[src/efr_pkg.sv]
package efr_pkg;
   localparam int WORD_W = 32;
   localparam int DATA_W = 24;
   localparam int ADDR_W = 7;
   localparam int HS_W = 16;
   localparam int RW_BIT = 31;
   localparam int ADDR_HI = 30;
   localparam int ADDR_LO = 24;
   localparam int DATA_HI = 23;
   localparam int RATE_LSB = 0;
   localparam logic [1:0] RATE_HIGH = 2'h3;

   localparam logic [6:0] A_NOP = 7'h00;
   localparam logic [6:0] A_ACQ = 7'h01;
   localparam logic [6:0] A_LEAD_OFF_STATUS = 7'h02;
   localparam logic [6:0] A_RESP = 7'h03;
   localparam logic [6:0] A_PACE = 7'h04;
   localparam logic [6:0] A_CMREF = 7'h05;
   localparam logic [6:0] A_PIO = 7'h06;
   localparam logic [6:0] A_PAMP = 7'h07;
   localparam logic [6:0] A_TONE = 7'h08;
   localparam logic [6:0] A_CDAC = 7'h09;
   localparam logic [6:0] A_FRM = 7'h0a;
   localparam logic [6:0] A_FILT = 7'h0b;
   localparam logic [6:0] A_LUTH = 7'h0c;
   localparam logic [6:0] A_LLTH = 7'h0d;
   localparam logic [6:0] A_PEDG = 7'h0e;
   localparam logic [6:0] A_PLVL = 7'h0f;
   localparam logic [6:0] A_CH1 = 7'h11;
   localparam logic [6:0] A_CH2 = 7'h12;
   localparam logic [6:0] A_CH3 = 7'h13;
   localparam logic [6:0] A_PRES = 7'h1a;
   localparam logic [6:0] A_RMAG = 7'h1b;
   localparam logic [6:0] A_RPH = 7'h1c;
   localparam logic [6:0] A_LST = 7'h1d;
   localparam logic [6:0] A_DCL = 7'h1e;
   localparam logic [6:0] A_OPS = 7'h1f;
   localparam logic [6:0] A_GC1 = 7'h21;
   localparam logic [6:0] A_GC3 = 7'h23;
   localparam logic [6:0] A_LA1 = 7'h31;
   localparam logic [6:0] A_LA3 = 7'h33;
   localparam logic [6:0] A_PM1 = 7'h3a;
   localparam logic [6:0] A_PM3 = 7'h3c;
   localparam logic [6:0] A_HDR = 7'h40;
   localparam logic [6:0] A_CRC = 7'h41;

   localparam logic [23:0] RST_ZERO = 24'h00_0000;
   localparam logic [23:0] RST_PACE = 24'h00_0f88;
   localparam logic [23:0] RST_CMREF = 24'he0_0000;
   localparam logic [23:0] RST_PAMP = 24'h24_2424;
   localparam logic [23:0] RST_CDAC = 24'h00_2000;
   localparam logic [23:0] RST_FRM = 24'h07_9000;
   localparam logic [23:0] RST_LUTH = 24'h00_ffff;
   localparam logic [23:0] RST_HDR = 24'h80_0000;
   localparam logic [23:0] RST_CRC = 24'hff_ffff;

   typedef struct packed {
      logic rw;
      logic [6:0] addr;
      logic [23:0] data;
   } efr_cmd_t;

   typedef struct packed {
      logic [23:0] ch1;
      logic [23:0] ch2;
      logic [23:0] ch3;
   } efr_trio_t;
endpackage : efr_pkg

[src/efr_cfg_mem.sv]
// sixteen-word control store, read data registered
module efr_cfg_mem (
   input wire logic clk_in,
   input wire logic sys_rst_in,
   input wire logic wr_en_in,
   input wire logic [3:0] wr_idx_in,
   input wire logic [23:0] wr_data_in,
   input wire logic [3:0] rd_idx_in,
   output logic [23:0] rd_data_out,
   output logic [23:0] frame_ctl_out,
   output logic [23:0] acq_ctl_out
);
   logic [23:0] mem_reg [16];

   function automatic logic [23:0] rst_val(input logic [3:0] i);
      unique case (i)
         efr_pkg::A_PACE[3:0]: rst_val = efr_pkg::RST_PACE;
         efr_pkg::A_CMREF[3:0]: rst_val = efr_pkg::RST_CMREF;
         efr_pkg::A_PAMP[3:0]: rst_val = efr_pkg::RST_PAMP;
         efr_pkg::A_CDAC[3:0]: rst_val = efr_pkg::RST_CDAC;
         efr_pkg::A_FRM[3:0]: rst_val = efr_pkg::RST_FRM;
         efr_pkg::A_LUTH[3:0]: rst_val = efr_pkg::RST_LUTH;
         default: rst_val = efr_pkg::RST_ZERO;
      endcase
   endfunction : rst_val

   always_ff @(posedge clk_in or posedge sys_rst_in) begin
      if (sys_rst_in) begin
         for (int i = 0; i < 16; i++) begin
            mem_reg[i] <= rst_val(4'(i));
         end
      end else if (wr_en_in && wr_idx_in != 4'h0) begin
         // slot zero is the no-op word and never stores
         mem_reg[wr_idx_in] <= wr_data_in;
      end
   end

   always_ff @(posedge clk_in or posedge sys_rst_in) begin
      if (sys_rst_in) begin
         rd_data_out <= efr_pkg::RST_ZERO;
      end else if (wr_en_in && wr_idx_in == rd_idx_in && wr_idx_in != 4'h0) begin
         // a write is answered with its new value, so pass it straight through
         rd_data_out <= wr_data_in;
      end else begin
         rd_data_out <= mem_reg[rd_idx_in];
      end
   end

   assign frame_ctl_out = mem_reg[efr_pkg::A_FRM[3:0]];
   assign acq_ctl_out = mem_reg[efr_pkg::A_ACQ[3:0]];
endmodule : efr_cfg_mem

[src/efr_regmap.sv]
module efr_regmap #(
   parameter bit FULL_VARIANT = 1'b1
) (
   input wire logic clk_in,
   input wire logic sys_rst_in,
   input wire logic cmd_valid_in,
   input wire logic [31:0] cmd_word_in,
   input wire logic sample_valid_in,
   input wire efr_pkg::efr_trio_t sample_in,
   input wire efr_pkg::efr_trio_t lead_amp_in,
   input wire logic [23:0] resp_mag_in,
   input wire logic [23:0] resp_phase_in,
   input wire logic [23:0] pace_result_in,
   input wire efr_pkg::efr_trio_t pace_meas_in,
   input wire logic [23:0] lead_off_in,
   input wire logic [23:0] dc_lead_off_in,
   input wire logic [23:0] op_state_in,
   input wire logic [23:0] header_in,
   input wire logic [23:0] checksum_in,
   output logic rd_valid_out,
   output logic [31:0] rd_word_out,
   output logic hs_word_valid_out,
   output logic [15:0] hs_word_out,
   output logic [23:0] frame_ctl_out,
   output logic [23:0] acq_ctl_out
);
   efr_pkg::efr_cmd_t cmd;
   efr_pkg::efr_trio_t gain_reg;
   efr_pkg::efr_trio_t samp_reg;
   logic [23:0] mag_reg;
   logic [23:0] ph_reg;
   logic [23:0] mem_rd;
   logic [23:0] frame_ctl;
   logic [23:0] acq_ctl;
   logic rd_pend_reg;
   logic [6:0] rd_addr_reg;
   logic [23:0] ro_data;
   logic is_cfg;
   logic is_gain;

   assign cmd = efr_pkg::efr_cmd_t'(cmd_word_in);
   assign is_cfg = cmd.addr[6:4] == 3'h0;
   assign is_gain = cmd.addr >= efr_pkg::A_GC1 && cmd.addr <= efr_pkg::A_GC3;

   function automatic logic [1:0] idx3(input logic [6:0] a);
      idx3 = 2'(a[1:0] - 2'h1);
   endfunction : idx3

   function automatic logic [23:0] pick(input efr_pkg::efr_trio_t t, input logic [1:0] i);
      unique case (i)
         2'h0: pick = t.ch1;
         2'h1: pick = t.ch2;
         default: pick = t.ch3;
      endcase
   endfunction : pick

   // reduced variant keeps no respiration storage and, of the pace words, keeps only A_PACE
   function automatic logic feat_ok(input logic [6:0] a);
      feat_ok = FULL_VARIANT || !(a == efr_pkg::A_RESP || a == efr_pkg::A_PAMP
         || a == efr_pkg::A_PEDG || a == efr_pkg::A_PLVL);
   endfunction : feat_ok

   efr_cfg_mem u_cfg (
      .clk_in(clk_in),
      .sys_rst_in(sys_rst_in),
      .wr_en_in(cmd_valid_in && cmd.rw && is_cfg && feat_ok(cmd.addr)),
      .wr_idx_in(cmd.addr[3:0]),
      .wr_data_in(cmd.data),
      .rd_idx_in(cmd.addr[3:0]),
      .rd_data_out(mem_rd),
      .frame_ctl_out(frame_ctl),
      .acq_ctl_out(acq_ctl)
   );

   always_ff @(posedge clk_in or posedge sys_rst_in) begin
      if (sys_rst_in) begin
         gain_reg <= '0;
      end else if (cmd_valid_in && cmd.rw && is_gain) begin
         unique case (idx3(cmd.addr))
            2'h0: gain_reg.ch1 <= cmd.data;
            2'h1: gain_reg.ch2 <= cmd.data;
            default: gain_reg.ch3 <= cmd.data;
         endcase
      end
   end

   // read-only words only follow the datapath; host writes land nowhere
   always_ff @(posedge clk_in or posedge sys_rst_in) begin
      if (sys_rst_in) begin
         samp_reg <= '0;
         mag_reg <= efr_pkg::RST_ZERO;
         ph_reg <= efr_pkg::RST_ZERO;
      end else if (sample_valid_in) begin
         samp_reg <= sample_in;
         mag_reg <= FULL_VARIANT ? resp_mag_in : efr_pkg::RST_ZERO;
         ph_reg <= FULL_VARIANT ? resp_phase_in : efr_pkg::RST_ZERO;
      end
   end

   always_ff @(posedge clk_in or posedge sys_rst_in) begin
      if (sys_rst_in) begin
         rd_pend_reg <= 1'b0;
         rd_addr_reg <= efr_pkg::A_NOP;
      end else begin
         // a write is answered too, echoing the read-back of its address
         rd_pend_reg <= cmd_valid_in;
         if (cmd_valid_in) begin
            rd_addr_reg <= cmd.addr;
         end
      end
   end

   always_comb begin
      ro_data = efr_pkg::RST_ZERO; // unassigned space reads zero
      unique case (rd_addr_reg) inside
         efr_pkg::A_NOP: ro_data = efr_pkg::RST_ZERO;
         [efr_pkg::A_ACQ:efr_pkg::A_PLVL]: ro_data = feat_ok(rd_addr_reg) ? mem_rd : '0;
         [efr_pkg::A_CH1:efr_pkg::A_CH3]: ro_data = pick(samp_reg, idx3(rd_addr_reg));
         efr_pkg::A_PRES: ro_data = FULL_VARIANT ? pace_result_in : '0;
         efr_pkg::A_RMAG: ro_data = mag_reg;
         efr_pkg::A_RPH: ro_data = ph_reg;
         efr_pkg::A_LST: ro_data = lead_off_in;
         efr_pkg::A_DCL: ro_data = dc_lead_off_in;
         efr_pkg::A_OPS: ro_data = op_state_in;
         [efr_pkg::A_GC1:efr_pkg::A_GC3]: ro_data = pick(gain_reg, idx3(rd_addr_reg));
         [efr_pkg::A_LA1:efr_pkg::A_LA3]: ro_data = pick(lead_amp_in, idx3(rd_addr_reg));
         [efr_pkg::A_PM1:efr_pkg::A_PM3]: begin
            ro_data = FULL_VARIANT ? pick(pace_meas_in, 2'(rd_addr_reg - efr_pkg::A_PM1)) : '0;
         end
         efr_pkg::A_HDR: ro_data = header_in;
         efr_pkg::A_CRC: ro_data = checksum_in;
         default: ro_data = efr_pkg::RST_ZERO; // reserved space is the host's fault
      endcase
   end

   always_ff @(posedge clk_in or posedge sys_rst_in) begin
      if (sys_rst_in) begin
         rd_valid_out <= 1'b0;
         rd_word_out <= 32'h0000_0000;
         hs_word_valid_out <= 1'b0;
         hs_word_out <= 16'h0000;
      end else begin
         rd_valid_out <= rd_pend_reg;
         hs_word_valid_out <= rd_pend_reg
            && frame_ctl[efr_pkg::RATE_LSB +: 2] == efr_pkg::RATE_HIGH;
         // answer words hold until the next answer, the idle bus is never echoed
         if (rd_pend_reg) begin
            rd_word_out <= {1'b0, rd_addr_reg, ro_data};
            hs_word_out <= ro_data[23:8]; // upper 16 bits, no identifier
         end
      end
   end

   always_ff @(posedge clk_in or posedge sys_rst_in) begin
      if (sys_rst_in) begin
         frame_ctl_out <= efr_pkg::RST_FRM;
         acq_ctl_out <= efr_pkg::RST_ZERO;
      end else begin
         frame_ctl_out <= frame_ctl;
         acq_ctl_out <= acq_ctl;
      end
   end
endmodule : efr_regmap

[config.mk]
export PLATFORM = sky130hd
export DESIGN_NAME = efr_regmap
export DESIGN_NICKNAME = d
export VERILOG_FILES = /design/src/efr_pkg.sv /design/src/efr_cfg_mem.sv /design/src/efr_regmap.sv
export SDC_FILE = /design/constraint.sdc
export NUM_CORES = 1
export LEC_CHECK = 0
export ABC_AREA = 1
export BUFFER_PORTS_ARGS = -buffer_cell sky130_fd_sc_hd__buf_2
export CAP_MARGIN = 20
export CORE_ASPECT_RATIO = 0.6
export CORE_UTILIZATION = 24
export DETAILED_ROUTE_END_ITERATION = 16
export HOLD_SLACK_MARGIN = 0.03
export PLACE_DENSITY_LB_ADDON = 0.12
export SKIP_CTS_REPAIR_TIMING = 1
export SYNTH_ARGS = -nofsm -noshare
export SYNTH_HDL_FRONTEND = slang
export SYNTH_SLANG_ARGS = --single-unit
[constraint.sdc]
create_clock -name clk_in -period 34.7 [get_ports clk_in]
set_input_delay 10.41 -clock clk_in [delete_from_list [all_inputs] [get_ports clk_in]]
set_output_delay 10.41 -clock clk_in [all_outputs]
set_load 0.01 [all_outputs]
# Word-level counts from Yosys, hierarchy flattened
# Cells that the tools add are included.
dict set report classes {
  bitwise 2
  order_cmp 14
  muxes 12
  n_eq_ne 12
  n_addsub 3
  n_reduce_logical 21
}
# cell n
set ops {}
lappend ops {{bitwise mux 384 bit} 1}
lappend ops {{case mux 24 bit (13 select lines)} 1}
lappend ops {{case mux 24 bit (2 select lines)} 4}
lappend ops {{binary-select mux 24 bit (select 4 bit)} 1}
lappend ops {{demux 24 bit (select 4 bit)} 1}
lappend ops {{two-way mux 24 bit} 4}
lappend ops {{== test 7 x 5 -> 1 bit (second input constant)} 6}
lappend ops {{>= comparator 7 x 6 -> 1 bit (second input constant)} 4}
lappend ops {{less-or-equal comparator 7 x 6 -> 1 bit (second input constant)} 4}
lappend ops {{== test 7 bit (second input constant)} 2}
lappend ops {{logical AND 1 bit} 12}
lappend ops {{>= comparator 7 x 1 -> 1 bit (second input constant)} 1}
lappend ops {{>= comparator 7 x 5 -> 1 bit (second input constant)} 1}
lappend ops {{less-or-equal comparator 7 x 4 -> 1 bit (second input constant)} 1}
lappend ops {{less-or-equal comparator 7 x 5 -> 1 bit (second input constant)} 1}
lappend ops {{== test 2 x 1 -> 1 bit (second input constant)} 3}
lappend ops {{logical NOT 2 bit} 3}
lappend ops {{AND reduction 2 bit} 3}
lappend ops {{>= comparator 5 bit (second input constant)} 1}
lappend ops {{less-than comparator 5 x 1 -> 1 bit (second input constant)} 1}
lappend ops {{NOT 4 -> 5 bit} 1}
lappend ops {{nonzero test 4 bit} 1}
lappend ops {{subtractor 2 x 1 -> 2 bit (second input constant)} 2}
lappend ops {{logical NOT 3 bit} 1}
lappend ops {{other kinds (4)} 4}
dict set report word_totals {
  register_bits 705
  output_inout_bits 98
  elab_cells 97
  input_bits 444
}

# Depth between registers and ports, before layout
dict set report logic_depth {
  depth_word 6
  ltp_mapped 16
  ltp_nobuf 14
}

# Cells and area by module
# From an unflattened synthesis, not the netlist that was laid out.
dict set report hier_totals {
  hier_cells 4761
  area_unflattened_um2 35421.5
}
# mod instances seq_area_each_um2 cells_each area_each_um2
set modules_own_cells {}
lappend modules_own_cells {efr_cfg_mem 1 10256.1 2651 20019.2}
lappend modules_own_cells {efr_regmap 1 7038.0 2110 15402.3}

# Least setup slack after synthesis
# OpenSTA, ideal clock, no wires.
dict set report synth_path {
  path_kind {input -> register}
  start {input port cmd_word_in[24]}
  end {register u_cfg.mem_reg[168] (netlist name)}
  t_required_ps 34570
  path_buffers 8
  setup_slack_ps 22233
  stages 16
  setup_ps 130
  arrival_time_ps 12336
  cell_sequence {buf_2 > inv_1 > buf_4 > buf_6 > buf_2 > buf_2 > ha_1 > nand2_1 > nand2_2 > inv_2 > buf_6 > nand3_2 > buf_4 > buf_6 > nand2_1 > o21ai_1}
}
dict set report synth_via {
  elab_chain_cells 6
  word_cells_on_any_way 9
  cone_classes {order compare (2); mux (3); bitwise (1); reduce/logical (3)}
}
# element line_no
set synth_rtl {}
lappend synth_rtl {{start: declaration} efr_regmap.sv:7} ;# input wire logic [31:0] cmd_word_in,
lappend synth_rtl {{NOT 4 -> 5 bit (implied by the code)} efr_cfg_mem.sv:34} ;# mem_reg[wr_idx_in] <= wr_data_in;
lappend synth_rtl {{>= comparator 5 bit (implied by the code) or less-than comparator 5 x 1 -> 1 bit (tied branches)} efr_cfg_mem.sv:34}
lappend synth_rtl {{logical AND 1 bit (implied by the code)} efr_cfg_mem.sv:34}
lappend synth_rtl {{two-way mux 24 bit (implied by the code)} efr_cfg_mem.sv:34}
lappend synth_rtl {{demux 24 bit (select 4 bit)} efr_cfg_mem.sv:34}
lappend synth_rtl {{bitwise mux 384 bit} efr_cfg_mem.sv:34}
lappend synth_rtl {{end signal: indexed assignment} efr_cfg_mem.sv:30} ;# mem_reg[i] <= rst_val(4'(i));
lappend synth_rtl {{end signal: indexed assignment} efr_cfg_mem.sv:34}
lappend synth_rtl {{end: declaration} efr_cfg_mem.sv:13} ;# logic [23:0] mem_reg [16];
# Several ways; a longest one is shown, not always the timed one.
# A chain may end at the register's enable or synchronous reset.

==> results.txt <==
Status -> complete, no violations
Area after DPL -> 0.0370 mm^2
Fmax -> 0.0697 GHz
Total congestion overflow -> 0
First-pass GRT wire length -> 201000 um
Min-Delay Path Class -> reg2reg
CTS tree -> built
Inserted Clock Buffers -> 73
Row cnt -> 104
DRC -> 0
Largest family of logic cells by synthesized area -> simple AND/OR/NAND/NOR gates
Synth Instances -> 4122
Die height -> 289 um
Worst path slowest cell -> buf_4
Setup violators final -> 0
Critical-path cell list -> buf_2 > inv_8 > buf_4 > buf_4 > buf_4 > buf_4 > buf_4
Max rail drop VDD -> 29.8 uV
Required @ worst endpoint -> 35.41 ns
Crit path DAT -> 15.05 ns
Post-route insts no fill -> 6347
Clk_skew -> 0.0331 ns
Mux share of post-synthesis cell area -> 0.0236
Register area share after synthesis -> 0.526
Synthesized cell area -> 0.0329 mm^2
Hold Vio Cnt, Final -> 0
CTS sink count -> 689
Worst setup EP type -> async pin
Post-Synth Simple-Gate Area -> 0.236
Worst path top cell family by delay -> buffers and inverters
Syn_area_per_cell -> 7.97 um^2
Hold path startpoint -> u_cfg.mem_reg[365]
Post-Synth Adder-Cell Area -> 0.00305
Synthesized Nets -> 4574
Worst-skew pair later-pin latency -> 0.69 ns
Ys Warns -> 0
WL per Instance -> 22.2 um
GRT Overall Usage -> 0.199
Nets@finish -> 4935
Crit-path max FO -> 123
Post-synth EDFFs -> 0
Antenna violations before repair -> 20
DRT Wirelength -> 141000 um
Final Worst Setup Slack -> 20.36 ns
Minimum clock period -> 14.34 ns
First DRT Iteration DRCs -> 2491
Share of the synthesized area in the top cell type -> 0.493
Synth Register Bits -> 689
Synth Flop Type -> dfrtp_1
Post-route cell area -> 0.0396 mm^2
Via Count -> 29443
R2r setup slk -> 30.84 ns
Crit path largest cell delay -> 0.81 ns
Share of cells above drive strength 1 -> 0.199
Starting Density -> 0.244
Vias in the first global route -> 27395
Pin count of the biggest net entering global routing -> 124
Hold Path End -> u_cfg.mem_reg[365]
Fin. max-slew vios -> 0
Port bufs -> 540
HPWL Detailed -> 98800 um
Worst Max-Slew Pin Slew -> 1.27 ns
Tot Pwr -> 2.04 mW
Placer Congestion -> 0.835
Reg-to-reg endpoint -> hs_word_out[8]
Power Dens Cells -> 51.4 mW/mm^2
Max FFs per register -> 336
Yosys top cell by area -> dfrtp_1
DP Worst Slack -> 19.39 ns
ANT nets after route -> 0
Max_slew headroom -> 0.147
Core Region -> 0.135 mm^2
Hold path cells -> 0
Worst path bufs/invs -> 7
Fin Setup TNS -> 0 ns
Worst hold slack -> 0.372 ns
Maxcap violations -> 0
Final core occ -> 0.294
Final cycle utilization of the critical path -> 0.413
I/O Pins -> 542
Number of distinct library cells after synthesis -> 36
Synth-to-layout area growth -> 20.6%
Cell count after placement -> 6205
Clk pin slew, worst setup/hold paths -> 0.06 ns
CTS HTree Levels -> 3
RSZ-0062 raised after global routing -> no
Post-synth ARST share -> 1.00
Setup crit start kind -> input port
Synth Area in XOR/XNOR -> 0
DRT Pass-1 Iters -> 5
Crit path kind -> in2async
Die area -> 0.138 mm^2
Root Buffer -> clkbuf_16
CP most frequent cell -> buf_4
DR vias/cell -> 4.64
Lkg Pwr -> 19.3 nW
Die X -> 480 um
R2r startpoint -> rd_addr_reg[0]
Synth Area in Compound Gates -> 0.146
Clock Path Buffers -> 3
Worst r2r path cells -> 14
Synth top area cells -> dfrtp_1, nand2_1, o21ai_0
==> final cells by class <==
cell class | count | area [um^2]
fill | 14729 | 95300
sequential | 689 | 17300
multi-input combinational | 2951 | 13500
timing repair buffer | 624 | 3440
tap | 1802 | 2250
clock buffer | 106 | 2100
inverter | 144 | 551
clock inverter | 27 | 475
antenna | 4 | 10.0
==> placed cells by master (no fill, tap or decap), types with 11 or more instances in the layout <==
master / Yosys / routed
nand4_1: 11 / 11
a21o_1: 14 / 14
clkbuf_1: 176 / 18
clkbuf_16: 0 / 73
o2111ai_1: 15 / 15
dfrtp_1: 647 / 647
nor3_1: 15 / 15
inv_1: 132 / 129
nand2_1: 1277 / 1276
buf_4: 29 / 74
a21oi_1: 78 / 78
nand3_1: 226 / 224
o21ai_0: 657 / 657
dfstp_2: 42 / 42
nor2_2: 12 / 19
o21ai_1: 79 / 79
clkbuf_8: 0 / 15
buf_2: 99 / 538
nor2_1: 405 / 397
o22ai_1: 42 / 42
mux2_2: 69 / 69
==> power breakdown <==
part,total [mW],switching (mW),internal (mW)
sequential,0.887,0.0322,0.855
clock,0.867,0.366,0.501
combinational,0.283,0.194,0.0884
total,2.04,0.593,1.44
==> synthesized netlist by cell type, drive strengths merged, types with 42 or more instances <==
cell type  instances
clkbuf           176
dfrtp            647
o21ai            744
buf              162
mux2              69
nor2             419
o22ai             42
inv              141
nand2           1280
a21oi             79
dfstp             42
nand3            229
==> worst max path at each step <==
stage               startpoint         endpoint  depth (start not counted)
detailed placement  sys_rst_in      mag_reg[10]                          7
global route        sys_rst_in       ph_reg[11]                          7
finish              sys_rst_in       ph_reg[11]                          7
global placement    sys_rst_in      mag_reg[19]                          7
floorplan           sys_rst_in   acq_ctl_out[0]                          1
CTS                 sys_rst_in  rd_word_out[24]                          7
==> metal layers <==
metal / vias to the layer above / global-route usage / wire length [um]
met2: 788 / 0.274 / 58100
met3: 131 / 0.0431 / 8220
met1: 14381 / 0.313 / 72600
li1: 14137 / - / -
met5: - / 0 / 39
met4: 6 / 0.0318 / 2060
==> cells by family (layout without fill, tap and decap cells) <==
| family | Yosys count | after routing |
|---|---|---|
| compound gates | 914 | 914 |
| mux | 69 | 69 |
| other cells | 1 | 5 |
| buf+inv | 482 | 901 |
| fa+ha+maj | 8 | 8 |
| flops | 689 | 689 |
| simple gates | 1959 | 1959 |
No activity file was read; power rests on OpenSTA's default activity.
